==> config.mk <==
export PLATFORM = sky130hd
export DESIGN_NAME = udc_ctrl
export DESIGN_NICKNAME = d
export VERILOG_FILES = /design/src/verilog/udc_pkg.sv /design/src/verilog/udc_ctrl.sv
export VERILOG_INCLUDE_DIRS = /design/src /design/src/verilog
export SDC_FILE = /design/constraint.sdc
export NUM_CORES = 1
export LEC_CHECK = 0
export BUFFER_PORTS_ARGS = -buffer_cell sky130_fd_sc_hd__buf_2
export CAP_MARGIN = 0
export CORE_ASPECT_RATIO = 2
export CORE_MARGIN = 2
export CORE_UTILIZATION = 55
export DETAILED_ROUTE_END_ITERATION = 16
export PLACE_DENSITY = 0.86
export SLEW_MARGIN = 10
export SYNTH_ARGS = -nofsm -noshare
export SYNTH_HDL_FRONTEND = slang
export SYNTH_SLANG_ARGS = --single-unit
==> constraint.sdc <==
create_clock -name clk_i -period 7.8 [get_ports clk_i]
set_input_delay 1.56 -clock clk_i [delete_from_list [all_inputs] [get_ports clk_i]]
set_output_delay 1.56 -clock clk_i [all_outputs]
set_load 0.05 [all_outputs]
==> src/verilog/udc_map.svh <==
// Purpose: Offsets, field positions, reset values and timing for the USB device control block
// Assumes: Byte addresses on a 32-bit classic Wishbone slave, 125 MHz clock
// Notes:   Definitions only
`ifndef UDC_MAP_SVH
`define UDC_MAP_SVH

// ---------------------------------------------------------------
// Register offsets
// ---------------------------------------------------------------
`define UDC_CTRL_OFS      12'h000
`define UDC_NAME1_OFS     12'h824
`define UDC_NAME2_OFS     12'h828
`define UDC_FSM_OFS       12'h82C
`define UDC_DESC_OFS      12'h830

// ---------------------------------------------------------------
// Fields and reset values
// ---------------------------------------------------------------
`define UDC_GLOBAL_NAK_BIT      17
`define UDC_LS_BIT        12
`define UDC_RMWK_BIT      9
`define UDC_DETACH_BIT    8
`define UDC_ADDRESS_VALID_BIT     7
`define UDC_ADDR_MSB      6
`define UDC_CTRL_RESET    32'h00000100
`define UDC_FSM_RESET     4'h9
`define UDC_DESC_ZERO_W   3

// ---------------------------------------------------------------
// Timing
// ---------------------------------------------------------------
`define UDC_CLK_MHZ       125
`define UDC_DISCH_US      100
`define UDC_HNP_WAIT_US   3000
`define UDC_DISCH_CYC     (`UDC_DISCH_US * `UDC_CLK_MHZ)
`define UDC_HNP_WAIT_CYC  (`UDC_HNP_WAIT_US * `UDC_CLK_MHZ)

`endif

==> src/verilog/udc_pkg.sv <==
// Purpose: Types for the USB device control block
// Assumes: Enum order gives the dual-role state codes
// Notes:   Timing and offsets live in udc_map.svh
package udc_pkg;

   typedef enum logic [3:0] {
      A_IDLE,
      A_WAIT_VRISE,
      A_WAIT_BCON,
      A_HOST,
      A_SUSPEND,
      A_PERIPHERAL,
      A_WAIT_VFALL,
      A_VBUS_ERR,
      A_WAIT_DISCHARGE,
      B_IDLE,
      B_PERIPHERAL,
      B_WAIT_BEGIN_HNP,
      B_WAIT_DISCHARGE,
      B_WAIT_ACON,
      B_HOST,
      B_SRP_INIT
   } udc_drd_e;

   typedef logic [19:0] udc_cnt_t;

endpackage
==> src/verilog/udc_ctrl.sv <==
// Purpose: Dual-role state, descriptor base, name words and device control
// Assumes: Classic Wishbone slave, one clock, synchronous active-high reset
// Notes:   Line status arrives as synchronous levels from the transceiver logic
//
// Local design decision: the Wishbone slave port.
`timescale 1ns/10ps
`include "udc_map.svh"

module udc_ctrl
   import udc_pkg::*;
#(
   parameter udc_cnt_t    DISCH_CYC   = udc_cnt_t'(`UDC_DISCH_CYC),
   parameter udc_cnt_t    HNP_CYC     = udc_cnt_t'(`UDC_HNP_WAIT_CYC),
   // Arbitrary neutral name words
   parameter logic [31:0] NAME_WORD_1 = 32'h4E414D45,
   parameter logic [31:0] NAME_WORD_2 = 32'h30303031
)
(
   input  wire logic        clk_i,
   input  wire logic        rst_i,
   input  wire logic [11:0] wb_adr_i,
   input  wire logic [31:0] wb_dat_i,
   input  wire logic [3:0]  wb_sel_i,
   input  wire logic        wb_we_i,
   input  wire logic        wb_cyc_i,
   input  wire logic        wb_stb_i,
   output logic      [31:0] wb_dat_o,
   output logic             wb_ack_o,
   input  wire logic        controller_enable_i,
   input  wire logic        clock_freeze_i,
   input  wire logic        usb_bus_reset_i,
   input  wire logic        resume_done_i,
   input  wire logic        id_pin_i,
   input  wire logic        vbus_valid_i,
   input  wire logic        over_current_i,
   input  wire logic        vbus_drive_req_i,
   input  wire logic        srp_req_i,
   input  wire logic        hnp_req_i,
   input  wire logic        bus_suspend_i,
   input  wire logic        a_connect_i,
   input  wire logic        b_connect_i,
   input  wire logic        token_valid_i,
   input  wire logic [6:0]  token_addr_i,
   output logic      [3:0]  dual_role_state_o,
   output logic      [31:0] descriptor_base_o,
   output logic             nak_all_o,
   output logic             low_speed_force_o,
   output logic             pullup_enable_o,
   output logic             resume_request_o,
   output logic             address_valid_o,
   output logic      [6:0]  device_bus_address_o,
   output logic             addr_match_o
);

   // ---------------------------------------------------------------
   // Helpers
   // ---------------------------------------------------------------
   function automatic logic [31:0] wb_merge(input logic [31:0] old_v,
                                            input logic [31:0] new_v,
                                            input logic [3:0]  sel);
      logic [31:0] res;
      res = old_v;
      for (int i = 0; i < 4; i++)
      begin
         if (sel[i])
            res[i*8 +: 8] = new_v[i*8 +: 8];
      end
      return res;
   endfunction

   // ---------------------------------------------------------------
   // Bus decode
   // ---------------------------------------------------------------
   udc_drd_e    fsm;
   udc_drd_e    next_fsm;
   udc_cnt_t    timer;
   logic        global_nak;
   logic        low_speed_force;
   logic        detach;
   logic        remote_wakeup_request;
   logic        address_valid;
   logic [6:0]  device_bus_address;
   logic [31:3] descriptor_base;
   logic [31:0] ctrl_rd;
   logic [31:0] ctrl_new;
   logic [31:0] desc_new;
   logic [31:0] rd_mux;
   logic        req;
   logic        wr_stb;
   logic        wr_ctrl;
   logic        regs_open;

   assign req       = wb_cyc_i && wb_stb_i && !wb_ack_o;
   // Write lands on the edge at which the master samples ack
   assign wr_stb    = wb_cyc_i && wb_stb_i && wb_we_i && wb_ack_o;
   assign wr_ctrl   = wr_stb && (wb_adr_i == `UDC_CTRL_OFS);
   // Gated bits ignore writes while the controller is off or its clock frozen
   assign regs_open = controller_enable_i && !clock_freeze_i;

   always_comb
   begin
      ctrl_rd = 32'h00000000;
      ctrl_rd[`UDC_GLOBAL_NAK_BIT]   = global_nak;
      ctrl_rd[`UDC_LS_BIT]     = low_speed_force;
      ctrl_rd[`UDC_RMWK_BIT]   = remote_wakeup_request;
      ctrl_rd[`UDC_DETACH_BIT] = detach;
      ctrl_rd[`UDC_ADDRESS_VALID_BIT]  = address_valid;
      ctrl_rd[`UDC_ADDR_MSB:0] = device_bus_address;
   end

   assign ctrl_new = wb_merge(ctrl_rd, wb_dat_i, wb_sel_i);
   assign desc_new = wb_merge(descriptor_base_o, wb_dat_i, wb_sel_i);

   always_comb
   begin
      unique case (wb_adr_i)
         `UDC_CTRL_OFS:  rd_mux = ctrl_rd;
         `UDC_NAME1_OFS: rd_mux = NAME_WORD_1;
         `UDC_NAME2_OFS: rd_mux = NAME_WORD_2;
         `UDC_FSM_OFS:   rd_mux = {28'h0000000, fsm};
         `UDC_DESC_OFS:  rd_mux = descriptor_base_o;
         // Unmapped reads return zero and still acknowledge
         default:        rd_mux = 32'h00000000;
      endcase
   end

   always_ff @(posedge clk_i)
   begin
      if (rst_i)
      begin
         wb_ack_o <= 1'b0;
         wb_dat_o <= 32'h00000000;
      end
      else
      begin
         wb_ack_o <= req;
         wb_dat_o <= (req && !wb_we_i) ? rd_mux : 32'h00000000;
      end
   end

   // ---------------------------------------------------------------
   // Descriptor base
   // ---------------------------------------------------------------
   // low bits never stored
   always_ff @(posedge clk_i)
   begin
      if (rst_i)
         descriptor_base <= 29'h00000000;
      else if (wr_stb && (wb_adr_i == `UDC_DESC_OFS))
         descriptor_base <= desc_new[31:3];
   end

   assign descriptor_base_o = {descriptor_base, `UDC_DESC_ZERO_W'(0)};

   // ---------------------------------------------------------------
   // Device control
   // ---------------------------------------------------------------
   // global NAK control
   always_ff @(posedge clk_i)
   begin
      if (rst_i)
         global_nak <= 1'b0;
      else if (wr_ctrl && regs_open)
         global_nak <= ctrl_new[`UDC_GLOBAL_NAK_BIT];
   end

   always_ff @(posedge clk_i)
   begin
      if (rst_i)
         low_speed_force <= 1'b0;
      else if (wr_ctrl)
         low_speed_force <= ctrl_new[`UDC_LS_BIT];
   end

   always_ff @(posedge clk_i)
   begin
      if (rst_i)
         detach <= 1'(`UDC_CTRL_RESET >> `UDC_DETACH_BIT);
      else if (wr_ctrl && regs_open)
         detach <= ctrl_new[`UDC_DETACH_BIT];
   end

   always_ff @(posedge clk_i)
   begin
      if (rst_i)
         remote_wakeup_request <= 1'b0;
      else if (usb_bus_reset_i || resume_done_i)
         remote_wakeup_request <= 1'b0;
      else if (wr_ctrl && regs_open && ctrl_new[`UDC_RMWK_BIT])
         remote_wakeup_request <= 1'b1;
   end

   always_ff @(posedge clk_i)
   begin
      if (rst_i)
         address_valid <= 1'b0;
      else if (usb_bus_reset_i)
         address_valid <= 1'b0;
      else if (wr_ctrl && regs_open && ctrl_new[`UDC_ADDRESS_VALID_BIT])
         address_valid <= 1'b1;
   end

   always_ff @(posedge clk_i)
   begin
      if (rst_i)
         device_bus_address <= 7'h00;
      else if (usb_bus_reset_i)
         device_bus_address <= 7'h00;
      else if (wr_ctrl && regs_open)
         device_bus_address <= ctrl_new[`UDC_ADDR_MSB:0];
   end

   assign nak_all_o            = global_nak;
   assign low_speed_force_o    = low_speed_force;
   assign pullup_enable_o      = !detach;
   assign resume_request_o     = remote_wakeup_request;
   assign address_valid_o      = address_valid;
   assign device_bus_address_o = device_bus_address;

   assign addr_match_o = token_valid_i &&
                         (token_addr_i == (address_valid ? device_bus_address : 7'h00));

   // ---------------------------------------------------------------
   // Dual-role state machine
   // ---------------------------------------------------------------
   // transitions per role
   always_comb
   begin
      next_fsm = fsm;
      unique case (fsm)
         A_IDLE:
            if (id_pin_i)
               next_fsm = B_IDLE;
            else if (vbus_drive_req_i)
               next_fsm = A_WAIT_VRISE;
         A_WAIT_VRISE:
            if (over_current_i)
               next_fsm = A_VBUS_ERR;
            else if (vbus_valid_i)
               next_fsm = A_WAIT_BCON;
         A_WAIT_BCON:
            if (over_current_i)
               next_fsm = A_VBUS_ERR;
            else if (id_pin_i)
               next_fsm = A_WAIT_VFALL;
            else if (b_connect_i)
               next_fsm = A_HOST;
         A_HOST:
            if (over_current_i)
               next_fsm = A_VBUS_ERR;
            else if (!b_connect_i)
               next_fsm = A_WAIT_BCON;
            else if (bus_suspend_i)
               next_fsm = A_SUSPEND;
         A_SUSPEND:
            if (over_current_i)
               next_fsm = A_VBUS_ERR;
            else if (hnp_req_i && !b_connect_i)
               next_fsm = A_PERIPHERAL;
            else if (!bus_suspend_i)
               next_fsm = A_HOST;
         A_PERIPHERAL:
            if (over_current_i)
               next_fsm = A_VBUS_ERR;
            else if (bus_suspend_i)
               next_fsm = A_WAIT_BCON;
         A_WAIT_VFALL:
            if (!vbus_valid_i)
               next_fsm = A_IDLE;
         A_VBUS_ERR:
            if (!over_current_i)
               next_fsm = A_WAIT_DISCHARGE;
         A_WAIT_DISCHARGE:
            if (timer == DISCH_CYC - 20'd1)
               next_fsm = A_WAIT_VFALL;
         B_IDLE:
            if (!id_pin_i)
               next_fsm = A_IDLE;
            else if (vbus_valid_i)
               next_fsm = B_PERIPHERAL;
            else if (srp_req_i)
               next_fsm = B_SRP_INIT;
         B_PERIPHERAL:
            if (!vbus_valid_i)
               next_fsm = B_IDLE;
            else if (bus_suspend_i)
               next_fsm = B_WAIT_BEGIN_HNP;
         // negotiate after the wait, if asked
         B_WAIT_BEGIN_HNP:
            if (!bus_suspend_i)
               next_fsm = B_PERIPHERAL;
            else if (hnp_req_i && (timer >= HNP_CYC - 20'd1))
               next_fsm = B_WAIT_DISCHARGE;
         B_WAIT_DISCHARGE:
            if (timer == DISCH_CYC - 20'd1)
               next_fsm = B_WAIT_ACON;
         B_WAIT_ACON:
            if (!vbus_valid_i)
               next_fsm = B_IDLE;
            else if (a_connect_i)
               next_fsm = B_HOST;
         B_HOST:
            if (!a_connect_i || bus_suspend_i)
               next_fsm = B_PERIPHERAL;
         B_SRP_INIT:
            if (vbus_valid_i)
               next_fsm = B_PERIPHERAL;
      endcase
   end

   always_ff @(posedge clk_i)
   begin
      if (rst_i)
         fsm <= B_IDLE;
      else
         fsm <= next_fsm;
   end

   // Saturates so a long suspend cannot wrap the HNP wait
   always_ff @(posedge clk_i)
   begin
      if (rst_i || (next_fsm != fsm))
         timer <= '0;
      else if (timer != '1)
         timer <= timer + 20'd1;
   end

   assign dual_role_state_o = fsm;

   // ---------------------------------------------------------------
   // Checks
   // ---------------------------------------------------------------
   property p_fsm_reset;
      @(posedge clk_i) rst_i |=> (dual_role_state_o == `UDC_FSM_RESET);
   endproperty
   a_fsm_reset: assert property (p_fsm_reset) else $error("state not idle B after reset");

   property p_a_disch;
      @(posedge clk_i) disable iff (rst_i)
      (fsm == A_WAIT_DISCHARGE && timer < DISCH_CYC - 20'd1) |=> (fsm == A_WAIT_DISCHARGE);
   endproperty
   a_a_disch: assert property (p_a_disch) else $error("A discharge left early");

   property p_vbus_err;
      @(posedge clk_i) disable iff (rst_i)
      (over_current_i && fsm inside {A_WAIT_VRISE, A_WAIT_BCON, A_HOST, A_SUSPEND,
                                     A_PERIPHERAL, A_VBUS_ERR})
      |=> (dual_role_state_o == 4'h7);
   endproperty
   a_vbus_err: assert property (p_vbus_err) else $error("over-current not handled");

   property p_hnp_wait;
      @(posedge clk_i) disable iff (rst_i)
      (fsm == B_WAIT_BEGIN_HNP && bus_suspend_i && timer < HNP_CYC - 20'd1)
      |=> (fsm == B_WAIT_BEGIN_HNP);
   endproperty
   a_hnp_wait: assert property (p_hnp_wait) else $error("HNP wait cut short");

   property p_b_disch;
      @(posedge clk_i) disable iff (rst_i)
      (fsm == B_WAIT_BEGIN_HNP ##1 fsm == B_WAIT_DISCHARGE) |-> $past(hnp_req_i) ##0
      (fsm == B_WAIT_DISCHARGE) [*2];
   endproperty
   a_b_disch: assert property (p_b_disch) else $error("B discharge wrong");

   property p_b_disch_len;
      @(posedge clk_i) disable iff (rst_i)
      (fsm == B_WAIT_DISCHARGE && timer < DISCH_CYC - 20'd1) |=> (fsm == B_WAIT_DISCHARGE);
   endproperty
   a_b_disch_len: assert property (p_b_disch_len) else $error("B discharge cut short");

   property p_desc_low;
      @(posedge clk_i) disable iff (rst_i)
      (wb_ack_o && !wb_we_i && wb_adr_i == `UDC_DESC_OFS) |-> (wb_dat_o[2:0] == 3'h0);
   endproperty
   a_desc_low: assert property (p_desc_low) else $error("descriptor low bits nonzero");

   property p_global_nak;
      @(posedge clk_i) disable iff (rst_i)
      (wr_ctrl && regs_open && wb_sel_i[2]) |=> (nak_all_o == $past(wb_dat_i[17]));
   endproperty
   a_global_nak: assert property (p_global_nak) else $error("global NAK not applied");

   property p_ls_frozen;
      @(posedge clk_i) disable iff (rst_i)
      (wr_ctrl && !regs_open && wb_sel_i[1]) |=> (low_speed_force_o == $past(wb_dat_i[12]));
   endproperty
   a_ls_frozen: assert property (p_ls_frozen) else $error("speed write lost");

   property p_wake;
      @(posedge clk_i) disable iff (rst_i)
      (wr_ctrl && regs_open && wb_sel_i[1] && wb_dat_i[9] && !usb_bus_reset_i
       && !resume_done_i) |=> resume_request_o;
   endproperty
   a_wake: assert property (p_wake) else $error("remote wakeup not started");

   property p_bus_reset;
      @(posedge clk_i) disable iff (rst_i)
      usb_bus_reset_i |=> (!resume_request_o && !address_valid_o
                           && device_bus_address_o == 7'h00);
   endproperty
   a_bus_reset: assert property (p_bus_reset) else $error("bus reset did not clear");

   property p_detach_reset;
      @(posedge clk_i) rst_i |=> !pullup_enable_o;
   endproperty
   a_detach_reset: assert property (p_detach_reset) else $error("pull-up on after reset");

   property p_default_addr;
      @(posedge clk_i) disable iff (rst_i)
      (addr_match_o && !address_valid_o) |-> (token_addr_i == 7'h00);
   endproperty
   a_default_addr: assert property (p_default_addr) else $error("matched non-default");

endmodule

After elaboration in Yosys (flattened, before gate mapping)
Index checks and enable logic that the tools add are counted.

word-level totals
  bits in latches = 0
  bits in read-only memories = 0
  input bits = 74
  memory bits (writable) = 0
  memories kept = 0
  output and inout port bits = 82
  flip-flop bits (word level) = 98

operators by class
  add/sub/neg operators = 1
  bitwise gates (word level) = 1
  div/mod/pow operators = 0
  $lt $le $gt $ge = 1
  shift operators = 0
  reductions and logical operators = 36
  multiply operators = 0
  equal/unequal tests = 23
  muxes and demuxes = 35

operators by type and width
  kind                                                                 count
  one-hot mux 32 bit (5 select lines)                                  1
  two-way mux 4 bit                                                    30
  one-hot mux 4 bit (16 select lines)                                  1
  == test 12 bit, second input constant                                4
  == test 4 bit, second input constant                                 8
  adder 20 x 1 -> 20 bit, second input constant                        1
  == test 20 x 14 -> 1 bit, second input constant                      1
  greater-or-equal comparator 20 x 19 -> 1 bit, second input constant  1
  inequality test 20 bit, second input constant                        1
  == test 4 x 3 -> 1 bit, second input constant                        4
  AND reduction 2 bit                                                  8
  logical AND 1 bit                                                    14
  zero test 12 bit                                                     1
  == test 4 x 2 -> 1 bit, second input constant                        2
  two-way mux 8 bit                                                    1
  == test 7 bit                                                        1
  two-way mux 7 bit                                                    1
  zero test 1 bit                                                      6
  OR reduction 2 bit                                                   3
  == test 4 x 1 -> 1 bit, second input constant                        1
  zero test 4 bit                                                      1
  inequality test 4 bit                                                1
  logical OR 1 bit                                                     3
  two-way mux 2 bit                                                    1
  NOT 1 bit                                                            1

Longest topological paths before layout
Gate-level depths: netlist of the first run.

  depth after elaboration = 7
  depth in mapped cells = 10

Least setup slack after synthesis of the first run
Ideal clock, no wire load.

  path type = input -> output
  start point = input port token_addr_i[2]
  end point = output port addr_match_o
  stages on the path = 4
  path slack = 3.294 ns
  arrival = 2.946 ns
  path buffers = 0
  required time = 6.240 ns
  cell sequence = or4_1 > o21ai_0 > nand4_1 > nor2_1

on the way
  longest elaborated chain between the ends = 2

RTL lines
  element             RTL line         text
  start: declaration  udc_ctrl.sv:43   input wire logic [6:0] token_addr_i,
  == test 7 bit       udc_ctrl.sv:221  (token_addr_i == (address_valid ? device_bus_address : 7'h00));
  logical AND 1 bit   udc_ctrl.sv:220  assign addr_match_o = token_valid_i &&
  end: declaration    udc_ctrl.sv:52   output logic addr_match_o

Every way passes these cells.

Worst setup path after layout of the first run
Ends and elaborated chain as after synthesis.

==> results of run 1 <==
-- state kept, by name, summed over array words and instances (netlist names) --
signal	cells
descriptor_base	29
dual_role_state_o	4
wb_ack_o	1
detach	1
low_speed_force_o	1
nak_all_o	1
wb_dat_o	32
resume_request_o	1
address_valid_o	1
device_bus_address_o	7
timer	20
-- Yosys cell counts (all sizes together), types with 2 or more instances --
cell type	instances
a2111o	2
a211oi	3
a21o	3
a21oi	69
a22oi	12
a31o	2
a31oi	5
and2	11
and2b	2
and3	10
and4	3
buf	18
clkbuf	20
dfxtp	98
inv	15
mux2i	8
nand2	107
nand2b	12
nand3	31
nand3b	4
nand4	14
nor2	29
nor2b	5
nor3	29
nor3b	4
nor4	5
o211ai	3
o21a	2
o21ai	13
o221ai	2
o22ai	3
or2	3
or3	3
or4	6
xnor2	8
xor2	8
-- report_power, final --
part / internal (uW) / switching (uW) / leakage [uW] / total [uW]
registers: 512 / 47.2 / 0.000790 / 559
logic: 120 / 245 / 0.00141 / 366
clock network: 225 / 214 / 0.000135 / 438
total: 857 / 507 / 0.00234 / 1360
-- routing by layer --
metal | part of all wire | vias up | global-route usage
met3 | 0.061 | 57 | 0.0582
met5 | 0 | - | 0
met1 | 0.34 | 2378 | 0.295
met2 | 0.55 | 239 | 0.568
li1 | - | 2316 | -
met4 | 0.050 | 0 | 0.191
-- critical path, stage by stage --
cell and delay, ps:
buf_2 110, or4_1 510, o21ai_0 150, nand4_1 140, nor2_1 130, buf_2 270
-- through the flow --
stage	cells	instance area [um2]	total power, uW	setup WS [ps]	hold WS [ps]
after floorplan	589	4720	856	3290	468
after global placement	804	5450	923	3380	436
after detailed placement	804	5450	930	3360	459
after CTS	820	5750	1360	3360	472
after global routing	820	5750	1410	3330	487
final	820	5750	1360	3360	472
-- path summary, 6_finish.rpt --
check | from | end | depth (start not counted)
worst max-delay path | token_addr_i[2] | addr_match_o | 6
worst min-delay path | descriptor_base[13]$_SDFFE_PP0P_ | descriptor_base[13]$_SDFFE_PP0P_ | 2
worst max register to register | dual_role_state_o[1]$_SDFF_PP0_ | timer[17]$_SDFFE_PP0P_ | 7
worst min register to register | descriptor_base[13]$_SDFFE_PP0P_ | descriptor_base[13]$_SDFFE_PP0P_ | 2
-- placed cells by master (no fill, tap or decap), drive strengths merged, types with 3 or more instances in the layout --
cell type and n:
nor2b 5, o22ai 3, a21o 3, and3 10, nor4 5, inv 18
nand4 14, or2 3, clkinvlp 3, nand2b 12, nor3b 4, xnor2 8
nor2 29, clkbuf 9, o21ai 13, buf 155, dfxtp 98, a21oi 69
a22oi 12, a211oi 3, or4 6, nand2 107, and4 3, mux2i 8
a31oi 5, and2 11, nor3 29, o211ai 3, nand3 31, nand3b 4
conb 3, xor2 8, or3 3
-- logic make-up (layout without fill, tap and decap cells) --
| family | count (synthesis) | count (layout) | synth area share |
|---|---|---|---|
| compound gates | 128 | 128 | 0.165 |
| other cells | 1 | 3 | 0.000795 |
| fa+ha+maj | 1 | 1 | 0.00265 |
| xor+xnor | 16 | 16 | 0.0297 |
| flops | 98 | 98 | 0.416 |
| mux | 8 | 8 | 0.0170 |
| simple gates | 282 | 282 | 0.316 |
| buf+inv | 53 | 186 | 0.0523 |
-- final cells by class --
cell class	instances	share of cell area
clock buffers	9	0.0392
well taps	98	0.0213
repair buffers	155	0.136
inverters	15	0.00980
clock inverters	7	0.0122
flip-flops and latches	98	0.341
multi-input cells	438	0.440
==> impl_metrics.toml, run 1 <==
[finish]
final_core_util = 0.693
diodes = 0
nets = 792
multiInputGateArea_um2 = 2530
drive_gt1_frac = 0.281
seq_area_um2 = 1960
nFillCells = 714
areaGrowthSynthToFinish_pct = 21.9

[timing]
finalCritPeriodShare = 0.569
worst_pin_slew_ps = 1230
setup_viol_count_final = 0
grt_setup_unrepaired = "no"
hold_viol_final = 0
relSlewSlack = 0.174
finalCriticalPeriod_ps = 4440
finalSetupTns_ps = 0
skew_ps = 8.52
final_max_slew_viol_count = 0
max_freq_mhz = 225

[logic_synthesis]
ys.flop_type = "dfxtp_1"
synthDominantCellAreaShare = 0.416
async_flop_share = 0
synth_cells = 587
synth_top_area_cell = "dfxtp_1"
synth.distinct_cells = 61
synth.area.top_cells = "dfxtp_1 42%, nand2_1 8.5%, a21oi_1 7.2%, nor3_2 3.8%, nand3_1 3.3%"
synth_seq_cells = 98
seq_area_frac_synth = 0.416
netlist_area_um2 = 4720
synth-edff-count = 0
avgSynthCellArea_um2 = 8.04
synth_warnings = 0

[grt]
grt_max_degree = 37
grt_pass1_wl_um = 22600
grt-ovfl-total = 0
antenna_found_initial = 0
grt_use_total = 0.302
grt_pass1_vias = 4800

[place]
gp_congestion = 0.988
numPortBuffers = 152
place_hpwl_um = 10600

[routing]
route.vias.total = 4990
wire_per_inst_um = 17.5
ant_nets = 0
via_per_inst = 6.09
wl_um = 14300
drtPass1Iterations = 5
drc = 0
drt_iter0_drc = 396

[clocking]
cts.sinks = 98
holdBufCountCts = 0
cts.htree.levels = 3
cts_root_buf = "clkbuf_16"
cts_setup_buffers = 0
cts_tree = "built"
numCtsBuffers = 9
clk_pin_slew_ps = 80
cts_buffer_depth = 2
ctsResizeCount = 0
clkLatencyLatePin_ps = 360

[min_path]
hold_path.class = "reg2reg"

[die]
num_rows = 47
die_area_um2 = 9380
die_y_um = 135
core_um2 = 8290
initial_core_util = 0.569
die_w_um = 69.5
pin_count = 156

[job]
cap_violations = 0

[worst_setup_path]
cp.arrival_ps = 2880
required_ps = 6240
r2r_slack_ps = 4350
crit_path_end_kind = "output port"
start_kind = "primary input"
crit_fanout = 3
critical_path_class = "in2out"

[power_and_ir_drop]
power.leakage_uw = 0.00234
vdd_drop_max_uv = 178
pwr_density_cell_nw_per_um2 = 237

[outcome]
status = "finished, final reports clean"
No activity file was read; power rests on OpenSTA's default activity.
==> run 2, diff against run 1 <==
- CORE_UTILIZATION: 55 -> 51
- PLACE_DENSITY: 0.86 -> 0.81
- clock period: 7.8 -> 4.3 ns (I/O delays scaled with it)
==> impl_metrics.toml, run 2 (synthesized netlist as in run 1, its figures left out) <==
[timing]
worst_pin_slew_ps = 995
finalCriticalPeriod_ps = 3320
setup_viol_count_final = 0
finalCritPeriodShare = 0.771
final_max_slew_viol_count = 0
finalSetupTns_ps = 0
hold_viol_final = 0
grt_setup_unrepaired = "no"
max_freq_mhz = 302
setup_slack_ps = 985
relSlewSlack = 0.336
hold_ws_ps = 463
skew_ps = 12.0

[clocking]
cts_buffer_depth = 2
ctsResizeCount = 0
numCtsBuffers = 9
cts_setup_buffers = 0
clk_pin_slew_ps = 70
cts.htree.levels = 3
cts.sinks = 98
holdBufCountCts = 0
cts_tree = "built"
clkLatencyLatePin_ps = 350
cts_root_buf = "clkbuf_16"

[power_and_ir_drop]
vdd_drop_max_uv = 408
power.leakage_uw = 0.00237
p_total_uw = 2540
pwr_density_cell_nw_per_um2 = 437

[finish]
biggestRegsByFlops = "wb_dat_o (32), descriptor_base (29), timer (20)"
final_common_cell = "buf_2"
final_cell_mix = "152 x buf_2, 107 x nand2_1, 98 x dfxtp_1"
drive_gt1_frac = 0.284
nFillCells = 794
diodes = 0
seq_area_um2 = 1960
instances_no_fill = 827
areaGrowthSynthToFinish_pct = 23.0
multiInputGateArea_um2 = 2530
nets = 795
largest_reg_flops = 32
top_register = "wb_dat_o"

[routing]
route.vias.total = 4938
wire_per_inst_um = 17.3
drt_iter0_drc = 287
wl_um = 14300
drc = 0
ant_nets = 0
via_per_inst = 5.97
drtPass1Iterations = 7

[die]
die_w_um = 72.0
core_um2 = 9010
num_rows = 49
initial_core_util = 0.523
die_area_um2 = 10100
die_y_um = 140
pin_count = 156

[worst_setup_path]
cp_cell_sequence = "inv_1, a31oi_1, o221ai_1, a2111o_1, or4_1, a2111o_1, a211oi_2"
start_kind = "register"
slowest_delay_ps = 770
critPathMostFrequentCell = "a2111o_1"
worst_path_max_delay_cell = "a2111o_1"
crit_path_end_kind = "register"
critical_path_class = "reg2reg"
cp.arrival_ps = 3580
required_ps = 4570
crit_fanout = 20

[outcome]
status = "finished, final reports clean"

[grt]
grt_pass1_wl_um = 22200
grt-ovfl-total = 0
antenna_found_initial = 0
grt_use_total = 0.278
grt_pass1_vias = 4749
grt_max_degree = 25

[place]
dp_slack_ps = 815
gp_congestion = 0.993
dp.cells = 811
numPortBuffers = 152
place_hpwl_um = 10900

[job]
cap_violations = 0

[min_path]
hold_path.class = "reg2reg"
run 2: changes by cell type in the layout (fill, tap and decap cells not counted):
cell	change
clkinv_4	+1
inv_6	+1
buf_4	+3
bufinv_16	+1
clkinvlp_4	-3
run 2: stage by stage:
step / utilization / cell area, um2
2_1_floorplan: - / 4720
3_3_place_gp: 0.608 / 5480
3_5_place_dp: 0.608 / 5480
4_1_cts: 0.644 / 5800
5_1_grt: 0.644 / 5800
6_report: 0.644 / 5800
run 2: worst max-delay path: cells and delay by family, from the launching register on:
family,cells,cell delay [ps]
AND/OR/NAND/NOR,1,480
buffers and inverters,1,250
flip-flops,1,710
AO/OA/AOI/OAI,5,1800
run 2: final timing paths:
path                                                      start                      to  slack, ps  cells past startpoint
worst max-delay path            dual_role_state_o[1]$_SDFF_PP0_  timer[17]$_SDFFE_PP0P_        980                      7
worst min-delay path                        wb_ack_o$_SDFF_PP0_     wb_ack_o$_SDFF_PP0_        460                      1
worst max register to register  dual_role_state_o[1]$_SDFF_PP0_  timer[17]$_SDFFE_PP0P_        980                      7
worst min register to register              wb_ack_o$_SDFF_PP0_     wb_ack_o$_SDFF_PP0_        460                      1
run 2: final cells by class:
type,count,area share
multi-input cells,438,0.436
flip-flops and latches,98,0.338
well taps,102,0.0220
repair buffers,158,0.139
clock inverters,7,0.0164
inverters,15,0.00971
clock buffers,9,0.0388
run 2: power breakdown:
part	total, uW	leakage [uW]	internal (uW)	switching [uW]
Clock	855	0.000157	470	385
Sequential	1010	0.000790	929	85.1
Combinational	668	0.00143	219	449
run 2: routing by layer:
layer,GRT usage,vias to the layer above,routed length [um],share of wire
met3,0.0482,56,793,0.056
met1,0.264,2337,4950,0.35
met5,0,-,0,0
li1,-,2326,-,-
met2,0.526,219,7800,0.55
met4,0.173,0,734,0.051
==> run 3, diff against run 2 <==
- CORE_UTILIZATION: 51 -> 46
- PLACE_DENSITY: 0.81 -> 0.77
- clock period: 4.3 -> 3 ns (I/O delays scaled with it)
==> impl_metrics.toml, run 3 (synthesized netlist as in run 1, its figures left out) <==
[finish]
largest_reg_flops = 32
nets = 806
final_common_cell = "buf_2"
drive_gt1_frac = 0.298
final_cell_mix = "152 x buf_2, 107 x nand2_1, 96 x dfxtp_1"
nFillCells = 945
areaGrowthSynthToFinish_pct = 25.4
diodes = 0
top_register = "wb_dat_o"
final_area_um2 = 5910
biggestRegsByFlops = "wb_dat_o (32), descriptor_base (29), timer (20)"

[place]
numPortBuffers = 152
gp_congestion = 0.932
place_area_um2 = 5620
place_hpwl_um = 11400

[power_and_ir_drop]
power.leakage_uw = 0.00242
vdd_drop_max_uv = 584
pwr_density_cell_nw_per_um2 = 613

[worst_setup_path]
timing.rr.start = "dual_role_state_o[2]$_SDFF_PP0_"
cp-startpoint = "dual_role_state_o[2]$_SDFF_PP0_"
cp.arrival_ps = 3050
required_ps = 3270
reg2reg_depth = 7
start_kind = "register"
crit_path_end_kind = "register"
critical_path_class = "reg2reg"
r2r_slack_ps = 220
crit_fanout = 19
cp-endpoint = "timer[6]$_SDFFE_PP0P_"
r2r_end = "timer[6]$_SDFFE_PP0P_"

[grt]
use_met1 = 0.248
grt_max_degree = 24
grt_pass1_wl_um = 22600
busiest_layer = "met2"
grt-ovfl-total = 0
antenna_found_initial = 0
use_met3 = 0.0521
grtUsageMet2 = 0.491
grt_use_total = 0.263
grt_pass1_vias = 4765

[clocking]
cts_tree = "built"
clkLatencyLatePin_ps = 340
numCtsBuffers = 9
cts_root_buf = "clkbuf_16"
clk_pin_slew_ps = 80
cts.htree.levels = 3
holdBufCountCts = 0
cts.sinks = 98
ctsResizeCount = 0
cts_setup_buffers = 0
cts_buffer_depth = 2

[timing]
grt_setup_unrepaired = "no"
worst_pin_slew_ps = 579
finalCritPeriodShare = 0.926
hold_viol_final = 0
skew_ps = 10.6
final_max_slew_viol_count = 0
finalCriticalPeriod_ps = 2780
relSlewSlack = 0.611
max_freq_mhz = 360
finalSetupTns_ps = 0
setup_viol_count_final = 0

[die]
num_rows = 52
die_w_um = 75.6
pin_count = 156
initial_core_util = 0.468
die_area_um2 = 11100
core_um2 = 10100
die_y_um = 147

[routing]
wl_um = 14700
drt_iter0_drc = 272
wire_per_inst_um = 16.9
drtPass1Iterations = 5
ant_nets = 0
route.vias.total = 4972
drc = 0
via_per_inst = 5.71

[outcome]
status = "finished, final reports clean"

[min_path]
hold_path.class = "in2reg"

[job]
cap_violations = 0
## run 3: power breakdown
part / switching, uW / leakage [uW] / internal (uW)
clock network: 542 / 0.000143 / 586
registers: 93.2 / 0.000790 / 1340
logic: 689 / 0.00149 / 382
## run 3: per-layer routing
| metal | vias up | wire length (um) |
|---|---|---|
| met1 | 2324 | 4990 |
| met2 | 242 | 8140 |
| met5 | - | 0 |
| met4 | 0 | 692 |
| li1 | 2356 | - |
| met3 | 50 | 908 |
## run 3: worst min path at each step
stage	startpoint	endpoint	slack, ps	cells after the start
final	resume_done_i	resume_request_o$_SDFFE_PP0P_	420	2
after global routing	resume_done_i	resume_request_o$_SDFFE_PP0P_	420	2
after CTS	resume_done_i	resume_request_o$_SDFFE_PP0P_	410	2
after detailed placement	wb_ack_o$_SDFF_PP0_	wb_ack_o$_SDFF_PP0_	450	1
after global placement	wb_ack_o$_SDFF_PP0_	wb_ack_o$_SDFF_PP0_	440	1
after floorplan	detach$_SDFFE_PP1P_	detach$_SDFFE_PP1P_	470	2
## run 3: area by class of cell
cell class	count	area, um2	share of cell area
clock buffer	9	225	0.0381
clock inverter	7	68.8	0.0116
inverter	15	56.3	0.00952
multi-input combinational	438	2530	0.428
sequential	98	1960	0.332
tap	135	169	0.0286
timing repair buffer	169	901	0.152
## run 3: worst max-delay path: stages (launching register included)
cell and delay [ps]:
dfxtp_1 530, and2b_4 270, and3_1 190, a2111o_1 430
or4_1 470, a2111o_1 440, buf_12 190, nor3_2 180
## run 3: stage by stage
stage	util	hold WS, ps	worst slack (ps)	total power, uW	std cells
floorplan	-	468	154	2220	589
global placement	0.557	439	126	2510	855
detailed placement	0.557	447	80.5	2520	855
CTS	0.586	415	128	3650	871
global route	0.586	421	57.4	3790	871
finish	0.586	425	221	3630	871
